### src/logic/clock_mode_pkg.sv
/*
 package of constants for the system clock and operating mode control block.
 assumes an axi4-lite register bus with 32-bit data on aclk.
*/
package clock_mode_pkg;
   localparam logic [3:0] mode_ctrl_offset   = 4'h0;
   localparam logic [3:0] mode_ctrl2_offset  = 4'h4;
   localparam logic [3:0] status_offset      = 4'h8;
   localparam int         div_sel_lsb        = 5;
   localparam int         slow_ready_bit     = 3;
   localparam int         fast_ready_bit     = 2;
   localparam int         idle_enable_bit    = 1;
   localparam int         fast_slow_bit      = 0;
   localparam int         keep_sysclk_bit    = 7;
   localparam int         reserved_three_bit = 3;
   localparam int         lvr_flag_bit       = 2;
   localparam int         wdt_soft_flag_bit  = 0;
   localparam logic [2:0] div_sel_reset      = 3'h0;
   localparam logic       idle_enable_reset  = 1'b1;
   localparam logic       fast_slow_reset    = 1'b1;
   localparam logic       keep_sysclk_reset  = 1'b0;
   localparam int         fast_stable_cycles = 16;
   localparam int         slow_ready_cycles  = 2;
   localparam int         max_div_log2       = 6;

   typedef enum logic [2:0]
   {
      run_fast            = 3'b000,
      run_slow            = 3'b001,
      doze_sysclk_stopped = 3'b010,
      doze_sysclk_running = 3'b011,
      deep_stop_all       = 3'b100,
      deep_stop_wdt_alive = 3'b101
   } op_mode_type;
endpackage : clock_mode_pkg

### src/logic/osc_ready_timer.sv
/*
 ready flag for one oscillator: counts stable cycles while enabled.
 assumes enable comes from logic on aclk.
*/
module osc_ready_timer
#(
   parameter int cycles = 16
)
(
   input  wire logic aclk,
   input  wire logic aresetn,
   input  wire logic enable,
   output logic      ready
);
   logic [7:0] count_reg;

   always_ff @(posedge aclk)
   begin
      if (!aresetn || !enable)
      begin
         count_reg <= 8'h00;
         ready     <= 1'b0;
      end
      else if (count_reg >= 8'(cycles - 1))
         ready <= 1'b1;
      else
         count_reg <= count_reg + 8'h01;
   end
endmodule : osc_ready_timer

### src/logic/clock_select_mux.sv
/*
 glitch-free select of the system clock enable pulse between two sources.
 assumes source pulses come from logic on aclk.
*/
module clock_select_mux
(
   input  wire logic aclk,
   input  wire logic aresetn,
   input  wire logic want_slow,
   input  wire logic fast_tick,
   input  wire logic slow_tick,
   input  wire logic fast_ok,
   input  wire logic slow_ok,
   output logic      use_slow,
   output logic      sys_tick
);
   logic fast_on_reg;
   logic slow_on_reg;

   // break before make, new source held until ready
   always_ff @(posedge aclk)
   begin
      if (!aresetn)
      begin
         fast_on_reg <= 1'b0;
         slow_on_reg <= 1'b0;
      end
      else
      begin
         fast_on_reg <= !want_slow && !slow_on_reg && fast_ok;
         slow_on_reg <= want_slow && !fast_on_reg && slow_ok;
      end
   end

   assign use_slow = slow_on_reg;
   assign sys_tick = (fast_on_reg && fast_tick) || (slow_on_reg && slow_tick);
endmodule : clock_select_mux

### src/logic/system_clock_mode_control.sv
/*
 system clock and operating mode control with axi4-lite registers.
 assumes halt, wake and watchdog state come from core logic on aclk,
 and fast/slow oscillator ticks are synchronous enable pulses on aclk.
*/
// The AXI4-Lite register port and the register addresses were left to the implementer.
module system_clock_mode_control
(
   input  wire logic        aclk,
   input  wire logic        aresetn,
   input  wire logic [3:0]  s_axi_awaddr,
   input  wire logic        s_axi_awvalid,
   output logic             s_axi_awready,
   input  wire logic [31:0] s_axi_wdata,
   input  wire logic [3:0]  s_axi_wstrb,
   input  wire logic        s_axi_wvalid,
   output logic             s_axi_wready,
   output logic [1:0]       s_axi_bresp,
   output logic             s_axi_bvalid,
   input  wire logic        s_axi_bready,
   input  wire logic [3:0]  s_axi_araddr,
   input  wire logic        s_axi_arvalid,
   output logic             s_axi_arready,
   output logic [31:0]      s_axi_rdata,
   output logic [1:0]       s_axi_rresp,
   output logic             s_axi_rvalid,
   input  wire logic        s_axi_rready,
   input  wire logic        halt_exec,
   input  wire logic        wake_up,
   input  wire logic        watchdog_enabled,
   input  wire logic        fast_rc_tick,
   input  wire logic        slow_rc_tick,
   output logic             fast_rc_enable,
   output logic             slow_rc_enable,
   output logic             cpu_clock_enable,
   output logic             sys_clock_tick,
   output logic             time_base_enable,
   output logic             watchdog_clock_enable,
   output logic             watchdog_clear,
   output logic             power_down_set,
   output logic             timeout_clear,
   output logic [2:0]       op_mode
);
   logic [2:0]                   div_sel_reg;
   logic                         idle_enable_reg;
   logic                         fast_slow_reg;
   logic                         keep_sysclk_reg;
   logic                         reserved_three_reg;
   logic                         lvr_flag_reg;
   logic                         wdt_soft_flag_reg;
   logic                         power_down_reg;
   clock_mode_pkg::op_mode_type  mode_reg;
   logic [5:0]                   div_count_reg;
   logic                         aw_hold_reg;
   logic                         w_hold_reg;
   logic [3:0]                   aw_addr_reg;
   logic [31:0]                  w_data_reg;
   logic                         w_strb0_reg;
   logic                         want_slow;
   logic                         halted;
   logic                         fast_ready;
   logic                         slow_ready;
   logic                         use_slow;
   logic                         div_tick;
   logic                         mux_tick;
   logic [5:0]                   div_mask;
   logic                         do_write;
   logic [7:0]                   ctrl_byte;
   logic [7:0]                   ctrl2_byte;

   // slow source for select 000 or 001 when the fast/slow bit is 0
   assign want_slow = !fast_slow_reg
      && (div_sel_reg[2:1] == 2'b00);
   assign halted    = (mode_reg != clock_mode_pkg::run_fast)
      && (mode_reg != clock_mode_pkg::run_slow);

   // fast rc off whenever the slow source is chosen or sysclk stopped
   assign fast_rc_enable = !want_slow && !use_slow
      && (mode_reg != clock_mode_pkg::doze_sysclk_stopped)
      && (mode_reg != clock_mode_pkg::deep_stop_all)
      && (mode_reg != clock_mode_pkg::deep_stop_wdt_alive);
   // slow rc stops only in deep stop all
   assign slow_rc_enable = (mode_reg != clock_mode_pkg::deep_stop_all);

   osc_ready_timer
   #(
      .cycles (clock_mode_pkg::fast_stable_cycles)
   )
   fast_timer
   (
      .aclk    (aclk),
      .aresetn (aresetn),
      .enable  (fast_rc_enable),
      .ready   (fast_ready)
   );

   osc_ready_timer
   #(
      .cycles (clock_mode_pkg::slow_ready_cycles)
   )
   slow_timer
   (
      .aclk    (aclk),
      .aresetn (aresetn),
      .enable  (slow_rc_enable),
      .ready   (slow_ready)
   );

   // divider for fast /2 to /64
   always_ff @(posedge aclk)
   begin
      if (!aresetn)
         div_count_reg <= 6'h00;
      else if (fast_rc_tick)
         div_count_reg <= div_count_reg + 6'h01;
   end

   always_comb
   begin
      case (div_sel_reg)
         3'b010:  div_mask = 6'h3f;
         3'b011:  div_mask = 6'h1f;
         3'b100:  div_mask = 6'h0f;
         3'b101:  div_mask = 6'h07;
         3'b110:  div_mask = 6'h03;
         3'b111:  div_mask = 6'h01;
         default: div_mask = 6'h00;
      endcase
      if (fast_slow_reg)
         div_mask = 6'h00;
   end

   assign div_tick = fast_rc_tick
      && ((div_count_reg & div_mask) == div_mask);

   clock_select_mux mux
   (
      .aclk      (aclk),
      .aresetn   (aresetn),
      .want_slow (want_slow),
      .fast_tick (div_tick),
      .slow_tick (slow_rc_tick),
      .fast_ok   (fast_ready),
      .slow_ok   (slow_ready),
      .use_slow  (use_slow),
      .sys_tick  (mux_tick)
   );

   // system clock stops at once in doze stopped and both deep stops
   assign sys_clock_tick = mux_tick
      && (mode_reg != clock_mode_pkg::doze_sysclk_stopped)
      && (mode_reg != clock_mode_pkg::deep_stop_all)
      && (mode_reg != clock_mode_pkg::deep_stop_wdt_alive);

   // operating mode state
   always_ff @(posedge aclk)
   begin
      if (!aresetn)
         mode_reg <= clock_mode_pkg::run_fast;
      else
      begin
         case (mode_reg)
            clock_mode_pkg::run_fast,
            clock_mode_pkg::run_slow:
            begin
               if (halt_exec)
               begin
                  if (idle_enable_reg)
                     mode_reg <= keep_sysclk_reg
                        ? clock_mode_pkg::doze_sysclk_running
                        : clock_mode_pkg::doze_sysclk_stopped;
                  else
                     mode_reg <= watchdog_enabled
                        ? clock_mode_pkg::deep_stop_wdt_alive
                        : clock_mode_pkg::deep_stop_all;
               end
               else
                  mode_reg <= use_slow ? clock_mode_pkg::run_slow
                     : clock_mode_pkg::run_fast;
            end
            clock_mode_pkg::doze_sysclk_stopped,
            clock_mode_pkg::doze_sysclk_running,
            clock_mode_pkg::deep_stop_all,
            clock_mode_pkg::deep_stop_wdt_alive:
            begin
               if (wake_up)
                  mode_reg <= want_slow ? clock_mode_pkg::run_slow
                     : clock_mode_pkg::run_fast;
            end
            default:
               mode_reg <= clock_mode_pkg::run_fast;
         endcase
      end
   end

   assign op_mode          = mode_reg;
   assign cpu_clock_enable = !halted;
   assign time_base_enable = (mode_reg != clock_mode_pkg::deep_stop_all)
      && (mode_reg != clock_mode_pkg::deep_stop_wdt_alive);
   assign watchdog_clock_enable = slow_rc_enable && watchdog_enabled;

   // halt entry pulses and power-down flag
   always_ff @(posedge aclk)
   begin
      if (!aresetn)
      begin
         power_down_set <= 1'b0;
         timeout_clear  <= 1'b0;
         watchdog_clear <= 1'b0;
         power_down_reg <= 1'b0;
      end
      else
      begin
         power_down_set <= halt_exec && !halted;
         timeout_clear  <= halt_exec && !halted;
         watchdog_clear <= halt_exec && !halted;
         if (halt_exec && !halted)
            power_down_reg <= 1'b1;
      end
   end

   // axi4-lite write path
   assign s_axi_awready = !aw_hold_reg && !s_axi_bvalid;
   assign s_axi_wready  = !w_hold_reg && !s_axi_bvalid;
   assign do_write      = aw_hold_reg && w_hold_reg;

   always_ff @(posedge aclk)
   begin
      if (!aresetn)
      begin
         aw_hold_reg  <= 1'b0;
         w_hold_reg   <= 1'b0;
         aw_addr_reg  <= 4'h0;
         w_data_reg   <= 32'h0000_0000;
         w_strb0_reg  <= 1'b0;
         s_axi_bvalid <= 1'b0;
         s_axi_bresp  <= 2'b00;
      end
      else
      begin
         if (s_axi_awvalid && s_axi_awready)
         begin
            aw_hold_reg <= 1'b1;
            aw_addr_reg <= s_axi_awaddr;
         end
         if (s_axi_wvalid && s_axi_wready)
         begin
            w_hold_reg  <= 1'b1;
            w_data_reg  <= s_axi_wdata;
            w_strb0_reg <= s_axi_wstrb[0];
         end
         if (do_write)
         begin
            aw_hold_reg  <= 1'b0;
            w_hold_reg   <= 1'b0;
            s_axi_bvalid <= 1'b1;
            s_axi_bresp  <= (aw_addr_reg == clock_mode_pkg::mode_ctrl_offset
               || aw_addr_reg == clock_mode_pkg::mode_ctrl2_offset
               || aw_addr_reg == clock_mode_pkg::status_offset)
               ? 2'b00 : 2'b10;
         end
         else if (s_axi_bvalid && s_axi_bready)
            s_axi_bvalid <= 1'b0;
      end
   end

   // control register fields
   always_ff @(posedge aclk)
   begin
      if (!aresetn)
      begin
         div_sel_reg        <= clock_mode_pkg::div_sel_reset;
         idle_enable_reg    <= clock_mode_pkg::idle_enable_reset;
         fast_slow_reg      <= clock_mode_pkg::fast_slow_reset;
         keep_sysclk_reg    <= clock_mode_pkg::keep_sysclk_reset;
         reserved_three_reg <= 1'b0;
         lvr_flag_reg       <= 1'b0;
         wdt_soft_flag_reg  <= 1'b0;
      end
      else if (do_write && w_strb0_reg)
      begin
         if (aw_addr_reg == clock_mode_pkg::mode_ctrl_offset)
         begin
            div_sel_reg <= w_data_reg[clock_mode_pkg::div_sel_lsb +: 3];
            idle_enable_reg <= w_data_reg[clock_mode_pkg::idle_enable_bit];
            fast_slow_reg <= w_data_reg[clock_mode_pkg::fast_slow_bit];
         end
         if (aw_addr_reg == clock_mode_pkg::mode_ctrl2_offset)
         begin
            keep_sysclk_reg <= w_data_reg[clock_mode_pkg::keep_sysclk_bit];
            reserved_three_reg <=
               w_data_reg[clock_mode_pkg::reserved_three_bit];
            lvr_flag_reg <= w_data_reg[clock_mode_pkg::lvr_flag_bit];
            wdt_soft_flag_reg <=
               w_data_reg[clock_mode_pkg::wdt_soft_flag_bit];
         end
      end
   end

   // read-only ready flags, unimplemented bits read 0
   always_comb
   begin
      ctrl_byte = 8'h00;
      ctrl_byte[clock_mode_pkg::div_sel_lsb +: 3]      = div_sel_reg;
      ctrl_byte[clock_mode_pkg::slow_ready_bit]        = slow_ready;
      ctrl_byte[clock_mode_pkg::fast_ready_bit]        = fast_ready;
      ctrl_byte[clock_mode_pkg::idle_enable_bit]       = idle_enable_reg;
      ctrl_byte[clock_mode_pkg::fast_slow_bit]         = fast_slow_reg;
      ctrl2_byte = 8'h00;
      ctrl2_byte[clock_mode_pkg::keep_sysclk_bit]      = keep_sysclk_reg;
      ctrl2_byte[clock_mode_pkg::reserved_three_bit]   = reserved_three_reg;
      ctrl2_byte[clock_mode_pkg::lvr_flag_bit]         = lvr_flag_reg;
      ctrl2_byte[clock_mode_pkg::wdt_soft_flag_bit]    = wdt_soft_flag_reg;
   end

   // axi4-lite read path
   assign s_axi_arready = !s_axi_rvalid;

   always_ff @(posedge aclk)
   begin
      if (!aresetn)
      begin
         s_axi_rvalid <= 1'b0;
         s_axi_rdata  <= 32'h0000_0000;
         s_axi_rresp  <= 2'b00;
      end
      else if (s_axi_arvalid && s_axi_arready)
      begin
         s_axi_rvalid <= 1'b1;
         s_axi_rresp  <= 2'b00;
         case (s_axi_araddr)
            clock_mode_pkg::mode_ctrl_offset:
               s_axi_rdata <= {24'h00_0000, ctrl_byte};
            clock_mode_pkg::mode_ctrl2_offset:
               s_axi_rdata <= {24'h00_0000, ctrl2_byte};
            clock_mode_pkg::status_offset:
               s_axi_rdata <= {26'h000_0000, use_slow, power_down_reg,
                  1'b0, mode_reg};
            default:
            begin
               s_axi_rdata <= 32'h0000_0000;
               s_axi_rresp <= 2'b10;
            end
         endcase
      end
      else if (s_axi_rvalid && s_axi_rready)
         s_axi_rvalid <= 1'b0;
   end
endmodule : system_clock_mode_control

### config.mk
export PLATFORM = sky130hd
export DESIGN_NAME = system_clock_mode_control
export DESIGN_NICKNAME = d
export VERILOG_FILES = /design/src/logic/clock_mode_pkg.sv /design/src/logic/osc_ready_timer.sv /design/src/logic/clock_select_mux.sv /design/src/logic/system_clock_mode_control.sv
export SDC_FILE = /design/constraint.sdc
export NUM_CORES = 1
export LEC_CHECK = 0
export ABC_CLOCK_PERIOD_IN_PS = 3700
export BUFFER_PORTS_ARGS = -buffer_cell sky130_fd_sc_hd__buf_2
export CAP_MARGIN = 0
export CORE_MARGIN = 3
export CORE_UTILIZATION = 45
export DETAILED_ROUTE_END_ITERATION = 8
export PLACE_DENSITY = 0.77
export SLEW_MARGIN = 10
export SYNTH_ARGS = -nofsm -noshare
export SYNTH_HDL_FRONTEND = slang
export SYNTH_SLANG_ARGS = --single-unit
### constraint.sdc
create_clock -name aclk -period 3.7 [get_ports aclk]
set_clock_uncertainty 0.05 [all_clocks]
set_input_delay 0.185 -clock aclk [delete_from_list [all_inputs] [get_ports aclk]]
set_output_delay 0.185 -clock aclk [all_outputs]
set_load 0.05 [all_outputs]
# ---- After elaboration in Yosys (flattened, before gate mapping)
# Index checks and enable logic that the tools add are counted.
dict set report op_classes {
  add_sub_neg 3
  order_cmp 2
  eq_ne 21
  n_mux 17
  bitwise 2
  n_reduce_logical 57
}
# operator n
set ops {}
lappend ops {{case mux 6 bit (6 select lines)} 1}
lappend ops {{logical AND 1 bit} 27}
lappend ops {{case mux 8 bit (3 select lines)} 1}
lappend ops {{equality test 3 bit (second input constant)} 6}
lappend ops {{adder 8 x 1 -> 8 bit (second input constant)} 2}
lappend ops {{equality test 3 x 2 -> 1 bit (second input constant)} 4}
lappend ops {{logical NOT 1 bit} 12}
lappend ops {{2-to-1 mux 3 bit} 3}
lappend ops {{equality test 4 x 3 -> 1 bit (second input constant)} 2}
lappend ops {{equality test 4 bit (second input constant)} 2}
lappend ops {{>= comparator 8 x 1 -> 1 bit (second input constant)} 1}
lappend ops {{>= comparator 8 x 4 -> 1 bit (second input constant)} 1}
lappend ops {{logical NOT 4 bit} 2}
lappend ops {{2-to-1 mux 1 bit} 8}
lappend ops {{adder 6 x 1 -> 6 bit (second input constant)} 1}
lappend ops {{AND 6 bit} 1}
lappend ops {{equality test 6 bit} 1}
lappend ops {{2-to-1 mux 6 bit} 1}
lappend ops {{!= test 3 bit (second input constant)} 2}
lappend ops {{case mux 3 bit (2 select lines)} 1}
lappend ops {{logical OR 1 bit} 5}
lappend ops {{2-to-1 mux 2 bit} 2}
lappend ops {{AND reduction 2 bit} 2}
lappend ops {{nonzero test 2 bit} 2}
lappend ops {{11 further kinds} 12}
dict set report word_totals {
  output_inout_bits 53
  elab_cells 129
  regBits 93
}

# ---- Logic depth before layout (Yosys ltp)
dict set report logic_depth {
  depth_word 11
  mapped_depth 6
  mapped_depth_nobuf 6
}

# ---- By module
# A second synthesis with hierarchy kept.
dict set report hier_totals {
  hier_cells 335
  hier_area_um2 3066.7
}
# mod seq_area_each_um2 cells_per_inst area_per_inst_um2 n_inst
set modules_own_cells {}
lappend modules_own_cells {system_clock_mode_control 920.9 265 2290.9 1}
lappend modules_own_cells {{osc_ready_timer (slow_timer)} 180.2 32 370.4 1}
lappend modules_own_cells {{osc_ready_timer (fast_timer)} 180.2 33 332.8 1}
lappend modules_own_cells {clock_select_mux 40.0 5 72.6 1}

# ---- Least setup slack after synthesis
# Ideal clock, no wire load.
dict set report synth_path {
  path_type {register -> output}
  startpoint {register mode_reg[2] (netlist: op_mode[2])}
  endpoint {output sys_clock_tick}
  required_ns 3.465
  stages_incl_launch_ff 4
  setup_slack_ns 1.252
  arrival_ns 2.213
  path_cell_list {dfxtp_1 or3b_1 o21ai_1 a211oi_1}
}
dict set report synth_via {
  elab_chain_len 4
}
# item line
set synth_lines {}
lappend synth_lines {{from (decl)} system_clock_mode_control.sv:52} ;# clock_mode_pkg::op_mode_type mode_reg;
lappend synth_lines {{from (signal assigned)} system_clock_mode_control.sv:159} ;# mode_reg <= clock_mode_pkg::run_fast;
lappend synth_lines {{from (signal assigned)} system_clock_mode_control.sv:169} ;# mode_reg <= keep_sysclk_reg
lappend synth_lines {{from (signal assigned)} system_clock_mode_control.sv:173} ;# mode_reg <= watchdog_enabled
lappend synth_lines {{!= test 3 x 2 -> 1 bit} system_clock_mode_control.sv:151} ;# && (mode_reg != clock_mode_pkg::doze_sysclk_stopped)
lappend synth_lines {{logical AND 1 bit} system_clock_mode_control.sv:151}
lappend synth_lines {{logical AND 1 bit} system_clock_mode_control.sv:152} ;# && (mode_reg != clock_mode_pkg::deep_stop_all)
lappend synth_lines {{logical AND 1 bit (*)} system_clock_mode_control.sv:153} ;# && (mode_reg != clock_mode_pkg::deep_stop_wdt_alive);
lappend synth_lines {{to (decl)} system_clock_mode_control.sv:36} ;# output logic sys_clock_tick,
# Every way passes the cells marked *; elsewhere a longest branch is shown, timed or not.

# ---- Worst setup path after layout
dict set report layout_path {
  startpoint {register mode_reg[2] (netlist: op_mode[2])}
  endpoint {output watchdog_clock_enable}
}
dict set report layout_via {
  elab_chain_len 2
}
# item line
set layout_lines {}
lappend layout_lines {{!= test 3 bit} system_clock_mode_control.sv:83} ;# assign slow_rc_enable = (mode_reg != clock_mode_pkg::deep_stop_all);
lappend layout_lines {{logical AND 1 bit} system_clock_mode_control.sv:200} ;# assign watchdog_clock_enable = slow_rc_enable && watchdog_enabled;
lappend layout_lines {{to (decl)} system_clock_mode_control.sv:38} ;# output logic watchdog_clock_enable,
# Every way passes these cells.

==> impl_metrics.csv <==
group,metric,value,unit
synthesis,synth_area,0.003069,mm2
critical_path,crit_path_end,"watchdog_clock_enable",
synthesis,synth_top_area_share,43.05,%
layout,nNetsFinal,442,
timing,min_period,2.057,ns
cts,cts_resized,0,
power_and_ir_drop,p_total,1.585,mW
synthesis,synth_area_leader_cell,"dfxtp_1",
timing,rsz0062_at_grt,"no",
timing,relSlewSlack,48.15,%
placed_design,gp_congestion,0.8247,
power_and_ir_drop,power.density,462.8,mW/mm2
critical_path,rr_endpoint,"s_axi_rdata[0]$_SDFFE_PN0P_",
critical_path,r2r_start,"s_axi_rvalid$_SDFFE_PN0P_",
global_route,antenna_found_initial,0,
floorplanning,initial_core_util,47.25,%
placed_design,dp_hpwl,4246,um
global_route,grt_pass1_vias,2166,
layout,final_util,52.73,%
route,drt-initial-drc-count,80,
critical_path,crit_path_top_delay_cell,"or3_1",
critical_path,crit_path_cell_trace,"inv_1, or3_1, and2_1, buf_2",
worst_hold_path,hold_class,"input port to flop",
layout,area_growth,11.58,%
synthesis,syn_inst,331,
synthesis,synth-simple-area-share,24.87,%
synthesis,ys.flop_type,"dfxtp_1",
critical_path,criticalPathCategory,"flop to output pin",
timing,hold_viol_final,0,
route,vias,2270,
critical_path,startpoint,"op_mode[2]$_SDFFE_PN0P_",
global_route,grt_first_pass_wirelength,9687,um
cts,insertion_delay,0.34,ns
synthesis,synth-seq-cells,66,
cts,cts_tree,"yes",
cts,cts_inserted_buffers,9,
route,antenna_left,0,
critical_path,critPathCaptureType,"output pin",
layout,layout-drive-gt1-share,19.58,%
route,totalWireLength,5761,um
critical_path,rr_worst_depth,4,
power_and_ir_drop,ir_worst_vdd,0.3629,mV
critical_path,cp_top_family,"simple AND/OR/NAND/NOR gates",
cts,clock_path_buffers,2,
timing,setup_viol,0,
critical_path,arrival,1.82,ns
route,drtPass1Iterations,4,
critical_path,startpoint_type,"flop",
critical_path,path_buf_inv,2,
synthesis,synth_adder_area_share,3.261,%
floorplanning,die_area,0.007847,mm2
cts,cts_hold_buf,0,
critical_path,worst-path-stages,4,
floorplanning,die_h,88.59,um
timing,slew_violations,0,
global_route,track_usage,16.01,%
synthesis,synth_top_family_by_area,"simple AND/OR/NAND/NOR gates",
route,drc_errors,0,
route,wl_per_cell,12.52,um
timing,finalSetupTns,0,ns
timing,worst_slew_pin_slew,0.7778,ns
critical_path,r2r_setup_slack,2.05,ns
floorplanning,io_pins,109,
cts,h-tree-depth,3,
synthesis,yosysWarnings,0,
timing,max_freq,486.1,MHz
synthesis,synth_common_cells,"66 x dfxtp_1, 31 x nand2_1, 28 x buf_4",
cts,clock-root-buffer,"clkbuf_8",
critical_path,required,3.46,ns
cts,postCtsSetupBuffers,0,
global_route,grt_max_degree,57,
floorplanning,fp.coreArea,0.006495,mm2
critical_path,worstPathMaxFanout,8,
synthesis,avgSynthCellArea,9.272,um2
cts,cts.sinks,66,
route,vias_per_cell,4.935,
synthesis,async_flop_share,0,%
synthesis,synth_compound_area_share,9.050,%
synthesis,synthMuxAreaShare,7.623,%
layout,fin_cells,460,
flow_run,drv_cap,0,
placed_design,portBuffers,54,
floorplanning,die_w,88.59,um
placed_design,dp_cells,444,
synthesis,synth_seq_area_share,43.05,%
power_and_ir_drop,power.leakage,1.504,nW
layout,num_antenna_cells,0,
timing,finalCritPeriodShare,55.59,%
floorplanning,rows,29,
synthesis,ys_types,46,
critical_path,critPathMaxStageDelay,0.52,ns
synthesis,synth.most_common_cell,"dfxtp_1",
synthesis,synth_xor_area_share,2.283,%
synthesis,synth-edff-count,0,
status,status,"completed",
synthesis,synth.top_cells.by_area,"dfxtp_1 43%, buf_4 6.8%, mux2i_1 6.5%",
cts,clkSlewWorstSetupHoldPaths,0.07,ns
global_route,grt.overflow.total,0,
final cells by class:
cell class | instances | area [um2]
timing repair buffer | 54 | 270.3
sequential | 66 | 1321
clock inverter | 3 | 15.01
fill | 597 | 3070
multi-input combinational | 239 | 1543
clock buffer | 13 | 148.9
inverter | 8 | 30.03
tap | 77 | 96.34
logic make-up (layout without fill, tap and decap cells):
family          count (synthesis)  count (layout)
simple gates                  132             132
flops                          66              66
other cells                     1              26
fa+ha+maj                       8               8
compound gates                 42              42
buf+inv                        51              78
mux                            23              23
xor+xnor                        8               8
where the power goes:
| part | switching, mW | internal [mW] |
|---|---|---|
| clock network | 0.255 | 0.259 |
| logic | 0.197 | 0.0914 |
| registers | 0.0337 | 0.748 |
| total | 0.486 | 1.10 |
routing by layer:
metal | up-vias | share of wire [%] | GRT usage (%)
met5 | - | 0 | 0
met1 | 1038 | 49 | 21.07
met2 | 51 | 45 | 24.95
met3 | 10 | 4.3 | 4.004
li1 | 1171 | - | -
met4 | 0 | 1.7 | 7.005
metrics by stage:
stage | instance area, um2 | hold WS, ns | worst slack (ns)
global placement | 3261 | 0.3736 | 2.006
detailed placement | 3261 | 0.3861 | 1.993
floorplan | 3163 | 0.2728 | 1.252
CTS | 3425 | 0.02587 | 1.628
finish | 3425 | 0.03615 | 1.643
global route | 3425 | 0.03090 | 1.502
placed cells by master, fill, tap and decap left out, types with 7 or more instances in the layout:
cell      instances
nand2_1          31
ha_1              8
buf_2            54
conb_1           26
nor3_1           10
nor2_1           14
a21oi_1          14
nor2b_1          23
and3_1            9
a21boi_0         10
inv_1             7
clkbuf_8         10
mux2i_1          20
dfxtp_1          66
and2_1           14
worst min-delay path by stage:
stage,from,endpoint,slack (ns),depth (start not counted)
5_1_grt,s_axi_arvalid,s_axi_rvalid$_SDFFE_PN0P_,0.03,2
2_1_floorplan,s_axi_arvalid,s_axi_rvalid$_SDFFE_PN0P_,0.27,1
3_5_place_dp,s_axi_arvalid,s_axi_rvalid$_SDFFE_PN0P_,0.39,2
6_report,s_axi_arvalid,s_axi_rvalid$_SDFFE_PN0P_,0.04,2
3_3_place_gp,s_axi_arvalid,s_axi_rvalid$_SDFFE_PN0P_,0.37,2
4_1_cts,s_axi_arvalid,s_axi_rvalid$_SDFFE_PN0P_,0.03,2
Note: power is estimated with default switching activity, not from simulation.
